--- src/rtl/ext_bus_defs.vh ---
// Purpose: constants for the external bus wait and pin control block
// Assumes: AXI4-Lite register bus, one word per register
// Notes: offsets are byte addresses
// Contract
// Area wait enable inserts 0-3 programmed waits
// Wait pin enable samples pin regardless
// Programmed waits come before pin waits
// Low wait pin adds waits until high
// Write buffer only with buffer enable set
// First state external only, then concurrent
// Port function register resets to 0x30
// Bit 5 enables chip selects 1,6,7
// Bit 4 enables chip selects 2-5
// Software clears direction bits before changing
// Bits 2..0 read as zero
// Bit 7 selects wait input pin
// Bit 6 selects bus request pin
// Bit 3 disables address strobe output
// Modes 4-6 make port D data bus
// Mode 7 port D follows direction
// After waits go to second column
// No enables means no wait states
`ifndef EXT_BUS_DEFS_VH
`define EXT_BUS_DEFS_VH
`define OFF_PFC2 12'h000
`define OFF_AREA_WAIT 12'h004
`define OFF_WAIT_CNT_H 12'h008
`define OFF_WAIT_CNT_L 12'h00c
`define OFF_BUS_CTL_H 12'h010
`define OFF_BUS_CTL_L 12'h014
`define OFF_PORT_D_DIR 12'h018
`define OFF_STATUS 12'h01c
`define RST_PFC2 8'h30
`define PFC2_WMASK 8'hf8
`define BIT_WAIT_PS 7
`define BIT_BREQ_PS 6
`define BIT_CS_A 5
`define BIT_CS_B 4
`define BIT_AS_DIS 3
`define BIT_WAIT_PIN_EN 0
`define BIT_WBUF_EN 0
`define MODE_DATA_LO 3'h4
`define MODE_DATA_HI 3'h6
`define MODE_SINGLE 3'h7
`endif

--- src/rtl/ext_bus_ctl.v ---
// Purpose: DRAM wait-state control, write data buffer and pin function control
// Assumes: one 10 MHz clock; wait pin sampled at the rising edge ending the first column or a wait state, once programmed waits are spent
// Notes: wait count per area is 2 bits: area n uses count_l/h bits [2n+1:2n]
`include "ext_bus_defs.vh"
`timescale 1ns/1ps
`default_nettype none
module ext_bus_ctl #(
    parameter N_AREA = 8
) (
    input wire i_clk_sys,
    input wire i_rst,
    // AXI4-Lite slave
    input wire [11:0] i_awaddr,
    input wire i_awvalid,
    output wire o_awready,
    input wire [31:0] i_wdata,
    input wire [3:0] i_wstrb,
    input wire i_wvalid,
    output wire o_wready,
    output reg [1:0] o_bresp,
    output reg o_bvalid,
    input wire i_bready,
    input wire [11:0] i_araddr,
    input wire i_arvalid,
    output wire o_arready,
    output reg [31:0] o_rdata,
    output reg [1:0] o_rresp,
    output reg o_rvalid,
    input wire i_rready,
    // DRAM access request
    input wire i_acc_start,
    input wire [2:0] i_acc_area,
    input wire i_dram_space,
    output reg o_col_first,
    output reg o_col_wait,
    output reg o_col_second,
    output wire o_acc_done,
    // Wait input pins (active low), two alternatives
    input wire i_wait_pin_a_n,
    input wire i_wait_pin_b_n,
    // Write buffer
    input wire i_ext_wr,
    input wire i_int_req,
    output wire o_int_go,
    // Pin control
    input wire i_breq_out,
    output wire o_breq_pin_a,
    output wire o_breq_pin_b,
    input wire i_as,
    output wire o_as_oe,
    output wire o_as,
    output wire o_cs_group_a_oe,
    output wire o_cs_group_b_oe,
    input wire [2:0] i_op_mode,
    input wire [7:0] i_port_d_out,
    output wire [7:0] o_port_d_oe,
    output wire o_port_d_is_bus
);

    // ----------------------------------------
    // Register file
    // ----------------------------------------
    reg [7:0] port_function_control_two_ff;
    reg [N_AREA-1:0] area_wait_enable_ff;
    reg [7:0] wait_count_high_ff;
    reg [7:0] wait_count_low_ff;
    reg [7:0] bus_control_high_ff;
    reg [7:0] bus_control_low_ff;
    reg [7:0] port_d_direction_ff;
    reg aw_held_ff;
    reg w_held_ff;
    reg [11:0] awaddr_ff;
    reg [31:0] wdata_ff;
    reg [3:0] wstrb_ff;

    wire wait_pin_enable = bus_control_high_ff[`BIT_WAIT_PIN_EN];
    wire write_buffer_enable = bus_control_low_ff[`BIT_WBUF_EN];

    assign o_awready = !aw_held_ff && !o_bvalid;
    assign o_wready = !w_held_ff && !o_bvalid;
    assign o_arready = !o_rvalid;

    wire aw_fire = i_awvalid && o_awready;
    wire w_fire = i_wvalid && o_wready;
    wire aw_have = aw_held_ff || aw_fire;
    wire w_have = w_held_ff || w_fire;
    wire [11:0] wr_addr = aw_held_ff ? awaddr_ff : i_awaddr;
    wire [31:0] wr_data = w_held_ff ? wdata_ff : i_wdata;
    wire [3:0] wr_strb = w_held_ff ? wstrb_ff : i_wstrb;
    wire do_wr = aw_have && w_have;
    wire wr_lane0 = do_wr && wr_strb[0];

    function known_addr;
        input [11:0] a;
        begin
            case (a)
                `OFF_PFC2, `OFF_AREA_WAIT, `OFF_WAIT_CNT_H, `OFF_WAIT_CNT_L,
                `OFF_BUS_CTL_H, `OFF_BUS_CTL_L, `OFF_PORT_D_DIR, `OFF_STATUS:
                    known_addr = 1'b1;
                default: known_addr = 1'b0;
            endcase
        end
    endfunction

    always @(posedge i_clk_sys) begin
        if (i_rst) begin
            port_function_control_two_ff <= `RST_PFC2;
            area_wait_enable_ff <= {N_AREA{1'b0}};
            wait_count_high_ff <= 8'hff;
            wait_count_low_ff <= 8'hff;
            bus_control_high_ff <= 8'h00;
            bus_control_low_ff <= 8'h00;
            port_d_direction_ff <= 8'h00;
            aw_held_ff <= 1'b0;
            w_held_ff <= 1'b0;
            awaddr_ff <= 12'h000;
            wdata_ff <= 32'h0000_0000;
            wstrb_ff <= 4'h0;
            o_bvalid <= 1'b0;
            o_bresp <= 2'b00;
        end else begin
            if (aw_fire && !w_have) begin
                aw_held_ff <= 1'b1;
                awaddr_ff <= i_awaddr;
            end
            if (w_fire && !aw_have) begin
                w_held_ff <= 1'b1;
                wdata_ff <= i_wdata;
                wstrb_ff <= i_wstrb;
            end
            if (do_wr) begin
                aw_held_ff <= 1'b0;
                w_held_ff <= 1'b0;
                o_bvalid <= 1'b1;
                o_bresp <= known_addr(wr_addr) ? 2'b00 : 2'b11;
            end else if (o_bvalid && i_bready) begin
                o_bvalid <= 1'b0;
            end
            if (wr_lane0) begin
                case (wr_addr)
                    // Read-only low bits stay zero
                    `OFF_PFC2: port_function_control_two_ff <= wr_data[7:0] & `PFC2_WMASK;
                    `OFF_AREA_WAIT: area_wait_enable_ff <= wr_data[N_AREA-1:0];
                    `OFF_WAIT_CNT_H: wait_count_high_ff <= wr_data[7:0];
                    `OFF_WAIT_CNT_L: wait_count_low_ff <= wr_data[7:0];
                    `OFF_BUS_CTL_H: bus_control_high_ff <= wr_data[7:0];
                    `OFF_BUS_CTL_L: bus_control_low_ff <= wr_data[7:0];
                    `OFF_PORT_D_DIR: port_d_direction_ff <= wr_data[7:0];
                    default: ;
                endcase
            end
        end
    end

    // ----------------------------------------
    // DRAM wait control
    // ----------------------------------------
    localparam ST_IDLE = 2'd0;
    localparam ST_COL1 = 2'd1;
    localparam ST_WAIT = 2'd2;
    localparam ST_COL2 = 2'd3;

    reg [1:0] state_ff;
    reg [1:0] nxt_state;
    reg [1:0] prog_left_ff;
    reg [1:0] nxt_prog_left;
    reg [2:0] area_ff;

    wire [15:0] wait_counts = {wait_count_high_ff, wait_count_low_ff};
    wire [1:0] area_count = wait_counts[{i_acc_area, 1'b0} +: 2];
    wire area_prog = i_dram_space && area_wait_enable_ff[i_acc_area];
    // Pin select picks which physical pin is the wait input
    wire wait_low = port_function_control_two_ff[`BIT_WAIT_PS] ?
                    !i_wait_pin_b_n : !i_wait_pin_a_n;
    // Pin honoured whatever the area enable says
    wire pin_hold = wait_pin_enable && wait_low;

    always @* begin
        nxt_state = state_ff;
        nxt_prog_left = prog_left_ff;
        case (state_ff)
            ST_IDLE: begin
                if (i_acc_start) begin
                    nxt_state = ST_COL1;
                    nxt_prog_left = area_prog ? area_count : 2'd0;
                end
            end
            ST_COL1: begin
                // Programmed waits first, then pin waits
                if (prog_left_ff != 2'd0)
                    nxt_state = ST_WAIT;
                else if (pin_hold)
                    nxt_state = ST_WAIT;
                else
                    nxt_state = ST_COL2;
            end
            ST_WAIT: begin
                if (prog_left_ff != 2'd0)
                    nxt_prog_left = prog_left_ff - 2'd1;
                if (prog_left_ff > 2'd1)
                    nxt_state = ST_WAIT;
                else if (pin_hold)
                    nxt_state = ST_WAIT;
                else
                    nxt_state = ST_COL2;
            end
            ST_COL2: nxt_state = ST_IDLE;
            default: nxt_state = ST_IDLE;
        endcase
    end

    always @(posedge i_clk_sys) begin
        if (i_rst) begin
            state_ff <= ST_IDLE;
            prog_left_ff <= 2'd0;
            area_ff <= 3'd0;
            o_col_first <= 1'b0;
            o_col_wait <= 1'b0;
            o_col_second <= 1'b0;
        end else begin
            state_ff <= nxt_state;
            prog_left_ff <= nxt_prog_left;
            if (state_ff == ST_IDLE && i_acc_start)
                area_ff <= i_acc_area;
            o_col_first <= (nxt_state == ST_COL1);
            o_col_wait <= (nxt_state == ST_WAIT);
            o_col_second <= (nxt_state == ST_COL2);
        end
    end

    assign o_acc_done = (state_ff == ST_COL2);

    // ----------------------------------------
    // Write data buffer
    // ----------------------------------------
    reg ext_wr_prev_ff;

    always @(posedge i_clk_sys) begin
        if (i_rst)
            ext_wr_prev_ff <= 1'b0;
        else
            ext_wr_prev_ff <= i_ext_wr;
    end

    // Without the buffer an internal access waits for the write to end
    // With it, only the write's first state blocks the internal side
    assign o_int_go = i_int_req &&
                      (!i_ext_wr || (write_buffer_enable && ext_wr_prev_ff));

    // ----------------------------------------
    // Pin function control
    // ----------------------------------------
    wire breq_sel = port_function_control_two_ff[`BIT_BREQ_PS];
    assign o_breq_pin_a = !breq_sel && i_breq_out;
    assign o_breq_pin_b = breq_sel && i_breq_out;
    assign o_as_oe = !port_function_control_two_ff[`BIT_AS_DIS];
    assign o_as = i_as;
    // Direction bits should be cleared by software before toggling these
    assign o_cs_group_a_oe = port_function_control_two_ff[`BIT_CS_A];
    assign o_cs_group_b_oe = port_function_control_two_ff[`BIT_CS_B];

    assign o_port_d_is_bus = (i_op_mode >= `MODE_DATA_LO) &&
                             (i_op_mode <= `MODE_DATA_HI);
    // Bus mode leaves the data direction to the bus cycle; i_port_d_out bit 0 only feeds bit 7 of the status read
    assign o_port_d_oe = (i_op_mode == `MODE_SINGLE) ? port_d_direction_ff : 8'h00;

    // ----------------------------------------
    // Read channel
    // ----------------------------------------
    always @(posedge i_clk_sys) begin
        if (i_rst) begin
            o_rvalid <= 1'b0;
            o_rdata <= 32'h0000_0000;
            o_rresp <= 2'b00;
        end else if (i_arvalid && o_arready) begin
            o_rvalid <= 1'b1;
            o_rresp <= known_addr(i_araddr) ? 2'b00 : 2'b11;
            case (i_araddr)
                `OFF_PFC2: o_rdata <= {24'h0, port_function_control_two_ff};
                `OFF_AREA_WAIT: o_rdata <= {{(32-N_AREA){1'b0}}, area_wait_enable_ff};
                `OFF_WAIT_CNT_H: o_rdata <= {24'h0, wait_count_high_ff};
                `OFF_WAIT_CNT_L: o_rdata <= {24'h0, wait_count_low_ff};
                `OFF_BUS_CTL_H: o_rdata <= {24'h0, bus_control_high_ff};
                `OFF_BUS_CTL_L: o_rdata <= {24'h0, bus_control_low_ff};
                `OFF_PORT_D_DIR: o_rdata <= {24'h0, port_d_direction_ff};
                `OFF_STATUS: o_rdata <= {24'h0, i_port_d_out[0], area_ff,
                                         prog_left_ff, state_ff};
                default: o_rdata <= 32'h0000_0000;
            endcase
        end else if (o_rvalid && i_rready) begin
            o_rvalid <= 1'b0;
        end
    end

endmodule // ext_bus_ctl
`default_nettype wire

--- config.mk ---
export PLATFORM = sky130hd
export DESIGN_NAME = ext_bus_ctl
export DESIGN_NICKNAME = d
export VERILOG_FILES = /design/src/rtl/ext_bus_ctl.v
export VERILOG_INCLUDE_DIRS = /design/src /design/src/rtl
export SDC_FILE = /design/constraint.sdc
export NUM_CORES = 1
export LEC_CHECK = 0
export ABC_AREA = 0
export BUFFER_PORTS_ARGS = -buffer_cell sky130_fd_sc_hd__buf_4
export CAP_MARGIN = 20
export CELL_PAD_IN_SITES_DETAIL_PLACEMENT = 1
export CELL_PAD_IN_SITES_GLOBAL_PLACEMENT = 1
export CORE_MARGIN = 8
export CORE_UTILIZATION = 25
export DETAILED_ROUTE_END_ITERATION = 7
export GPL_TIMING_DRIVEN = 0
export PLACE_DENSITY_LB_ADDON = 0.1
export RECOVER_POWER = 25
export SLEW_MARGIN = 20
export SYNTH_ARGS = -nofsm -noshare
export SYNTH_HDL_FRONTEND = slang
export SYNTH_SLANG_ARGS = --single-unit
export TNS_END_PERCENT = 100
--- constraint.sdc ---
create_clock -name i_clk_sys -period 5 [get_ports i_clk_sys]
set_input_delay 0.25 -clock i_clk_sys [delete_from_list [all_inputs] [get_ports i_clk_sys]]
set_output_delay 0.25 -clock i_clk_sys [all_outputs]
set_load 0.1 [all_outputs]
==> results of run 1 <==
[layout by cell type (no fill, tap or decap), types with 10 or more instances in the layout]
| cell | synthesis | layout |
|---|---|---|
| mux2i_1 | 105 | 105 |
| dfxtp_1 | 99 | 99 |
| nand2b_1 | 38 | 38 |
| nor2_1 | 55 | 55 |
| a21oi_1 | 14 | 14 |
| conb_1 | 1 | 24 |
| nor2b_1 | 17 | 17 |
| mux2_2 | 10 | 10 |
| and2_1 | 10 | 10 |
| clkbuf_1 | 17 | 49 |
| nand2_1 | 23 | 23 |
| buf_4 | 28 | 83 |
[layout make-up]
type,count,area (um^2)
clock inverters,4,32.5
well taps,270,338
inverters,9,33.8
clock buffers,12,267
multi-input cells,397,2890
fillers,2371,13800
repair buffers,85,526
flip-flops and latches,99,1980
plain buffers,52,302
[sequential cells by signal, summed over array words and instances, names as in the netlist, 2 cells and up]
register                      flops
port_function_control_two_ff      5
wdata_ff                          8
wait_count_low_ff                 8
prog_left_ff                      2
state_ff                          2
o_rdata                           8
awaddr_ff                        12
port_d_direction_ff               8
bus_control_low_ff                8
area_wait_enable_ff               8
bus_control_high_ff               8
wait_count_high_ff                8
area_ff                           3
[worst max-delay path: stages, from the launching register on]
cell,delay [ps]
dfxtp_1,450
or4b_2,670
o41ai_4,580
nand4_2,590
mux2i_1,320
[how the worst min path moves through the flow]
stage / start / endpoint / cells after the start
2_1_floorplan: i_rready / o_rvalid / 1
3_3_place_gp: i_rready / o_rvalid / 2
3_5_place_dp: i_rready / o_rvalid / 2
4_1_cts: i_rready / o_rvalid / 2
5_1_grt: i_rready / o_rvalid / 2
6_report: i_rready / o_rvalid / 2
[layer usage]
layer | routed length (um) | global-route usage | up-vias | share of wire
li1 | - | - | 2057 | -
met5 | 0 | 0 | - | 0
met1 | 7820 | 0.170 | 2042 | 0.47
met2 | 8130 | 0.219 | 74 | 0.48
met4 | 120 | 0.0257 | 0 | 0.0071
met3 | 730 | 0.0352 | 5 | 0.043
[logic make-up after synthesis]
| logic type | share of synthesized area |
|---|---|
| compound gates | 0.0741 |
| other cells | 0.000733 |
| simple gates | 0.204 |
| fa+ha+maj | 0.0147 |
| flops | 0.387 |
| mux | 0.254 |
| buf+inv | 0.0655 |
[synthesized netlist by cell type (all sizes together) (2+ instances only)]
cell | number | area, um^2
nand3b | 3 | 22.5
clkbuf | 17 | 63.8
ha | 6 | 75.1
a22oi | 8 | 60.1
nand4 | 7 | 87.6
mux2i | 105 | 1050
mux4 | 6 | 135
nor2b | 17 | 106
a221oi | 2 | 17.5
buf | 35 | 238
o31ai | 2 | 15.0
a21oi | 14 | 70.1
o22ai | 5 | 31.3
and2b | 2 | 17.5
a21boi | 2 | 15.0
o21ai | 9 | 45.0
mux2 | 10 | 113
or2 | 8 | 50.1
nor2 | 55 | 206
nand2b | 38 | 238
nor4 | 6 | 37.5
a211oi | 2 | 15.0
nor3 | 9 | 45.0
and2 | 10 | 62.6
dfxtp | 99 | 1980
nand3 | 6 | 30.0
o211ai | 4 | 30.0
inv | 9 | 33.8
nand2 | 23 | 86.3
[power breakdown]
part           internal, mW  total (mW)  switching [mW]
Sequential            0.825       0.854          0.0290
Clock                 0.382       0.703           0.322
Combinational         0.152       0.557           0.406
Total                  1.36        2.11           0.756
[metrics by stage]
stage / total power, mW / cells
after global routing: 2.22 / 928
after CTS: 2.16 / 928
final: 2.11 / 928
after floorplan: 1.30 / 557
after detailed placement: 1.45 / 912
after global placement: 1.44 / 912
==> results by group, run 1 <==
Global route
  – First-pass GRT wire length: 26,100 um
  – Global Route Usage Sum: 0.132
  – Pin count of the biggest net entering global routing: 17
  – Initial antenna violation count: 0
  – Vias in the first global route: 4,464
  – Total grt overflow: 0

CTS
  – H-tree Lvls: 3
  – Post-CTS Setup Bufs: 0
  – Root Driver: clkbuf_16
  – Post_cts resized: 0
  – # hold bufs at CTS: 0
  – CTS max path bufs: 2
  – CTS Buf Count: 9
  – CTS Sinks: 99
  – CTS tree: yes
  – CTS clock-pin slew for the worst setup and hold paths: 70 ps
  – Clock Latency Late Sink: 350 ps

Setup path
  – WS Path Type: reg2reg
  – CP Capture Type: flip-flop
  – R2R setup slack: 2280 ps
  – Worst-path maximum fanout: 8
  – Critical path startpoint: aw_held_ff
  – Worst path required time: 5260 ps
  – RR Startpoint: aw_held_ff
  – Reg2reg path depth: 4
  – Setup crit end: bus_control_high_ff[3]
  – WP data arrival: 2980 ps
  – R2r endpoint: bus_control_high_ff[3]
  – Critical Path Start Type: flip-flop

Routing
  – Antenna viol nets, final: 0
  – Routed WL: 16,800 um
  – Vias: 4,178
  – DRC: 0
  – WL/cell: 18.1 um
  – DR iter-0 viols: 150
  – Initial DRT Pass Iterations: 4
  – Vias per inst: 4.50

Pwr
  – Pwr dens: 332 mW/mm^2
  – Leak pwr: 2.92 nW
  – Worst vdd rail ir drop: 0.166 mV

Die
  – Die ar.: 0.0253 mm^2
  – Initial Utilization: 0.254
  – Die Y: 159 um
  – Core area: 0.0202 mm^2
  – # rows: 52
  – # IOs: 150
  – Die Wd: 159 um

Synth
  – Post-Syn Instances: 534
  – Netlist cell types: 46
  – Yosys warnings: 0
  – Asr flop ratio synth: 0
  – Register area share after synthesis: 0.387
  – Post-synthesis cell area: 0.00512 mm^2
  – Syn Area/Cell: 9.59 um^2
  – FF+latch count, synth: 99
  – Most used DFF post-synth: dfxtp_1
  – Number of synthesized flops with an enable pin: 0

Placed design
  – PortBufs: 85
  – Final HPWL DP: 13,700 um
  – RD Place Congestion: 0.783
  – Placed cell area: 0.00618 mm^2
  – Dpl ws: 2300 ps

Finish
  – Area grow syn2layout: 24.4%
  – Layout cells sized above 1: 0.205
  – Nets: 748
  – Ant diodes: 0
  – Post-layout util: 0.316
  – Fin area: 0.00637 mm^2

STA
  – Setup TNS: 0 ps
  – Min Hold Slack: 77.9 ps
  – Worst-margin pin slew: 1210 ps
  – RSZ-0062 raised after global routing: no
  – Max_slew headroom: 0.198
  – Final Hold Viols: 0
  – Final worst path period share: 0.543
  – Skew final: 8.66 ps
  – PnR worst setup slack: 2280 ps
  – Max Fclk: 368 MHz
  – Fin. max-slew vios: 0
  – Fin crit period: 2720 ps
  – # setup viols final: 0

Job
  – # Max-Cap Violations: 0

Hold path
  – HP Class: in2reg

Run status
  – Outcome: finished, final reports clean
No activity file was read; power rests on OpenSTA's default activity.
==> run 2: changes to the inputs <==
==> constraint.sdc (replaced) <==
create_clock -name i_clk_sys -period 2.8 [get_ports i_clk_sys]
set_input_delay 0.14 -clock i_clk_sys [delete_from_list [all_inputs] [get_ports i_clk_sys]]
set_output_delay 0.14 -clock i_clk_sys [all_outputs]
set_load 0.1 [all_outputs]
==> results by group, run 2 (synthesized netlist as in run 1, its figures left out) <==
Routing
  – Routed WL: 16,800 um (+0.27%)
  – DR iter-0 viols: 153 (+2.0%)
  – Antenna viol nets, final: 0 (unchanged)
  – DRC: 0 (unchanged)
  – WL/cell: 18.1 um (about the same)
  – Initial DRT Pass Iterations: 4 (unchanged)
  – Vias per inst: 4.51 (+0.24%)
  – Vias: 4,197 (+0.45%)

Finish
  – Ant diodes: 0 (unchanged)
  – Max reg flops: 12 (unchanged)
  – Commonest non-fill, non-tap cell in the layout: mux2i_1
  – Area grow syn2layout: 25.3%
  – Nets: 750 (+0.27%)
  – Layout cells sized above 1: 0.215 (+0.00998)
  – Multi-input gate area: 0.00289 mm^2 (+0.22%)
  – Fill cells: 2,368 (-0.13%)
  – Post-layout util: 0.318 (+0.00242)
  – Biggest register: awaddr_ff
  – Commonest cells after routing, fill and taps aside: mux2i_1, dfxtp_1, buf_4
  – Storage element area: 0.00198 mm^2 (unchanged)

Setup path
  – Slowest CP cell: or4b_2
  – WP depth: 4 (unchanged)
  – Reg2reg path depth: 4 (unchanged)
  – Critical Path Start Type: flip-flop
  – WP data arrival: 2980 ps (about the same)
  – CP Buf/Inv Count: 0 (unchanged)
  – Worst stage delay on the critical path: 670 ps (about the same)
  – CP Capture Type: flip-flop
  – Worst path required time: 3070 ps (-2190 ps)
  – Worst-path maximum fanout: 8 (unchanged)
  – Top delay family on crit path: simple AND/OR/NAND/NOR gates
  – WS Path Type: reg2reg
  – Crit path cell chain: or4b_2, o41ai_4, nand4_2, mux2i_1

CTS
  – CTS Buf Count: 9 (unchanged)
  – Root Driver: clkbuf_16
  – CTS clock-pin slew for the worst setup and hold paths: 70 ps (about the same)
  – CTS tree: yes
  – CTS Sinks: 99 (unchanged)
  – Clock Latency Late Sink: 350 ps (about the same)
  – CTS max path bufs: 2 (unchanged)
  – H-tree Lvls: 3 (unchanged)
  – Post-CTS Setup Bufs: 0 (unchanged)

Pwr
  – Total power: 3.78 mW (+79%)
  – Leak pwr: 2.95 nW (+1.2%)
  – Worst vdd rail ir drop: 0.297 mV (+79%)
  – Pwr dens: 590 mW/mm^2 (+78%)

STA
  – Final worst path period share: 0.970 (+0.427)
  – RSZ-0062 raised after global routing: yes
  – # setup viols final: 0 (unchanged)
  – Fin crit period: 2720 ps (-0.224 ps)
  – Skew final: 8.92 ps (+0.266 ps)
  – Max Fclk: 368 MHz (about the same)
  – Worst-margin pin slew: 1210 ps (unchanged)
  – Max_slew headroom: 0.198 (unchanged)
  – Final Hold Viols: 0 (unchanged)
  – PnR worst setup slack: 84.6 ps (-2200 ps)
  – Fin. max-slew vios: 0 (unchanged)

Run status
  – Outcome: finished, final reports clean

Global route
  – Global Route Usage Sum: 0.132 (about the same)
  – First-pass GRT wire length: 26,100 um (about the same)
  – Total grt overflow: 0 (unchanged)
  – Pin count of the biggest net entering global routing: 17 (unchanged)
  – Vias in the first global route: 4,470 (+0.13%)
  – Initial antenna violation count: 0 (unchanged)

Die
  – Die Wd: 159 um (unchanged)
  – # IOs: 150 (unchanged)
  – Die Y: 159 um (unchanged)
  – # rows: 52 (unchanged)
  – Core area: 0.0202 mm^2 (unchanged)
  – Initial Utilization: 0.254 (unchanged)
  – Die ar.: 0.0253 mm^2 (unchanged)

Job
  – # Max-Cap Violations: 0 (unchanged)

Placed design
  – Dpl ws: 104 ps (-2200 ps)
  – PortBufs: 85 (unchanged)
  – RD Place Congestion: 0.783 (unchanged)
  – Final HPWL DP: 13,700 um (unchanged)

Hold path
  – HP Class: in2reg
  – Cells on Worst Hold Path: 3 (+1)
[run 2: changes by cell type in the layout (fill, tap and decap cells not counted)]
| cell | before | now |
|---|---|---|
| buf_1 | 4 | 5 |
| clkbuf_1 | 49 | 42 |
| nor4b_1 | 1 | 0 |
| dlygate4sd3_1 | 0 | 2 |
| nor4b_2 | 0 | 1 |
| buf_4 | 83 | 89 |
[run 2: final cells by class]
cell class,instances,area share
Buffer,52,0.0470
Multi-Input combinational cell,397,0.451
Sequential cell,99,0.309
Clock buffer,12,0.0415
Clock inverter,4,0.00507
Inverter,9,0.00527
Tap cell,270,0.0527
Timing Repair Buffer,87,0.0885
[run 2: per-stage QoR]
step / instances / TNS, ps / cell area [um^2] / hold WS (ps)
2_1_floorplan: 557 / 0 / 5200 / 239
3_3_place_gp: 912 / 0 / 6180 / 326
3_5_place_dp: 912 / 0 / 6180 / 332
4_1_cts: 930 / 0 / 6500 / 12.8
5_1_grt: 930 / -1510 / 6420 / 29.5
6_report: 930 / 0 / 6420 / 22.6
[run 2: path summary, 6_finish.rpt]
path / startpoint / end / slack, ps
max reg2reg: aw_held_ff / bus_control_high_ff[3] / 80
min: i_awaddr[5] / awaddr_ff[5] / 20
min reg2reg: o_rdata[0] / o_rdata[0] / 460
max: aw_held_ff / bus_control_high_ff[3] / 80
[run 2: power breakdown]
group	switching (mW)	internal, mW	total (mW)
combinational	0.725	0.274	0.998
clock	0.579	0.682	1.26
sequential	0.0516	1.47	1.52
total	1.36	2.43	3.78
[run 2: repair_timing]
action                     in CTS  in global routing
hold endpoints to repair        2                  0
gates resized for setup         0                  1
setup endpoints to repair       0                 33
hold buffers                    2                  0
[run 2: worst reg2reg max path: cells and delay by family (launching register included)]
family	cells	cell delay, ps
mux	1	330
compound gates	1	580
simple gates	2	1270
flops	1	450
[run 2: layer usage]
| layer | vias to the layer above | wire, um | track usage | share of wire |
|---|---|---|---|---|
| met3 | 5 | 742 | 0.0352 | 0.044 |
| met2 | 78 | 8120 | 0.219 | 0.48 |
| met4 | 0 | 120 | 0.0257 | 0.0071 |
| met5 | - | 0 | 0 | 0 |
| met1 | 2053 | 7860 | 0.171 | 0.47 |
| li1 | 2061 | - | - | - |
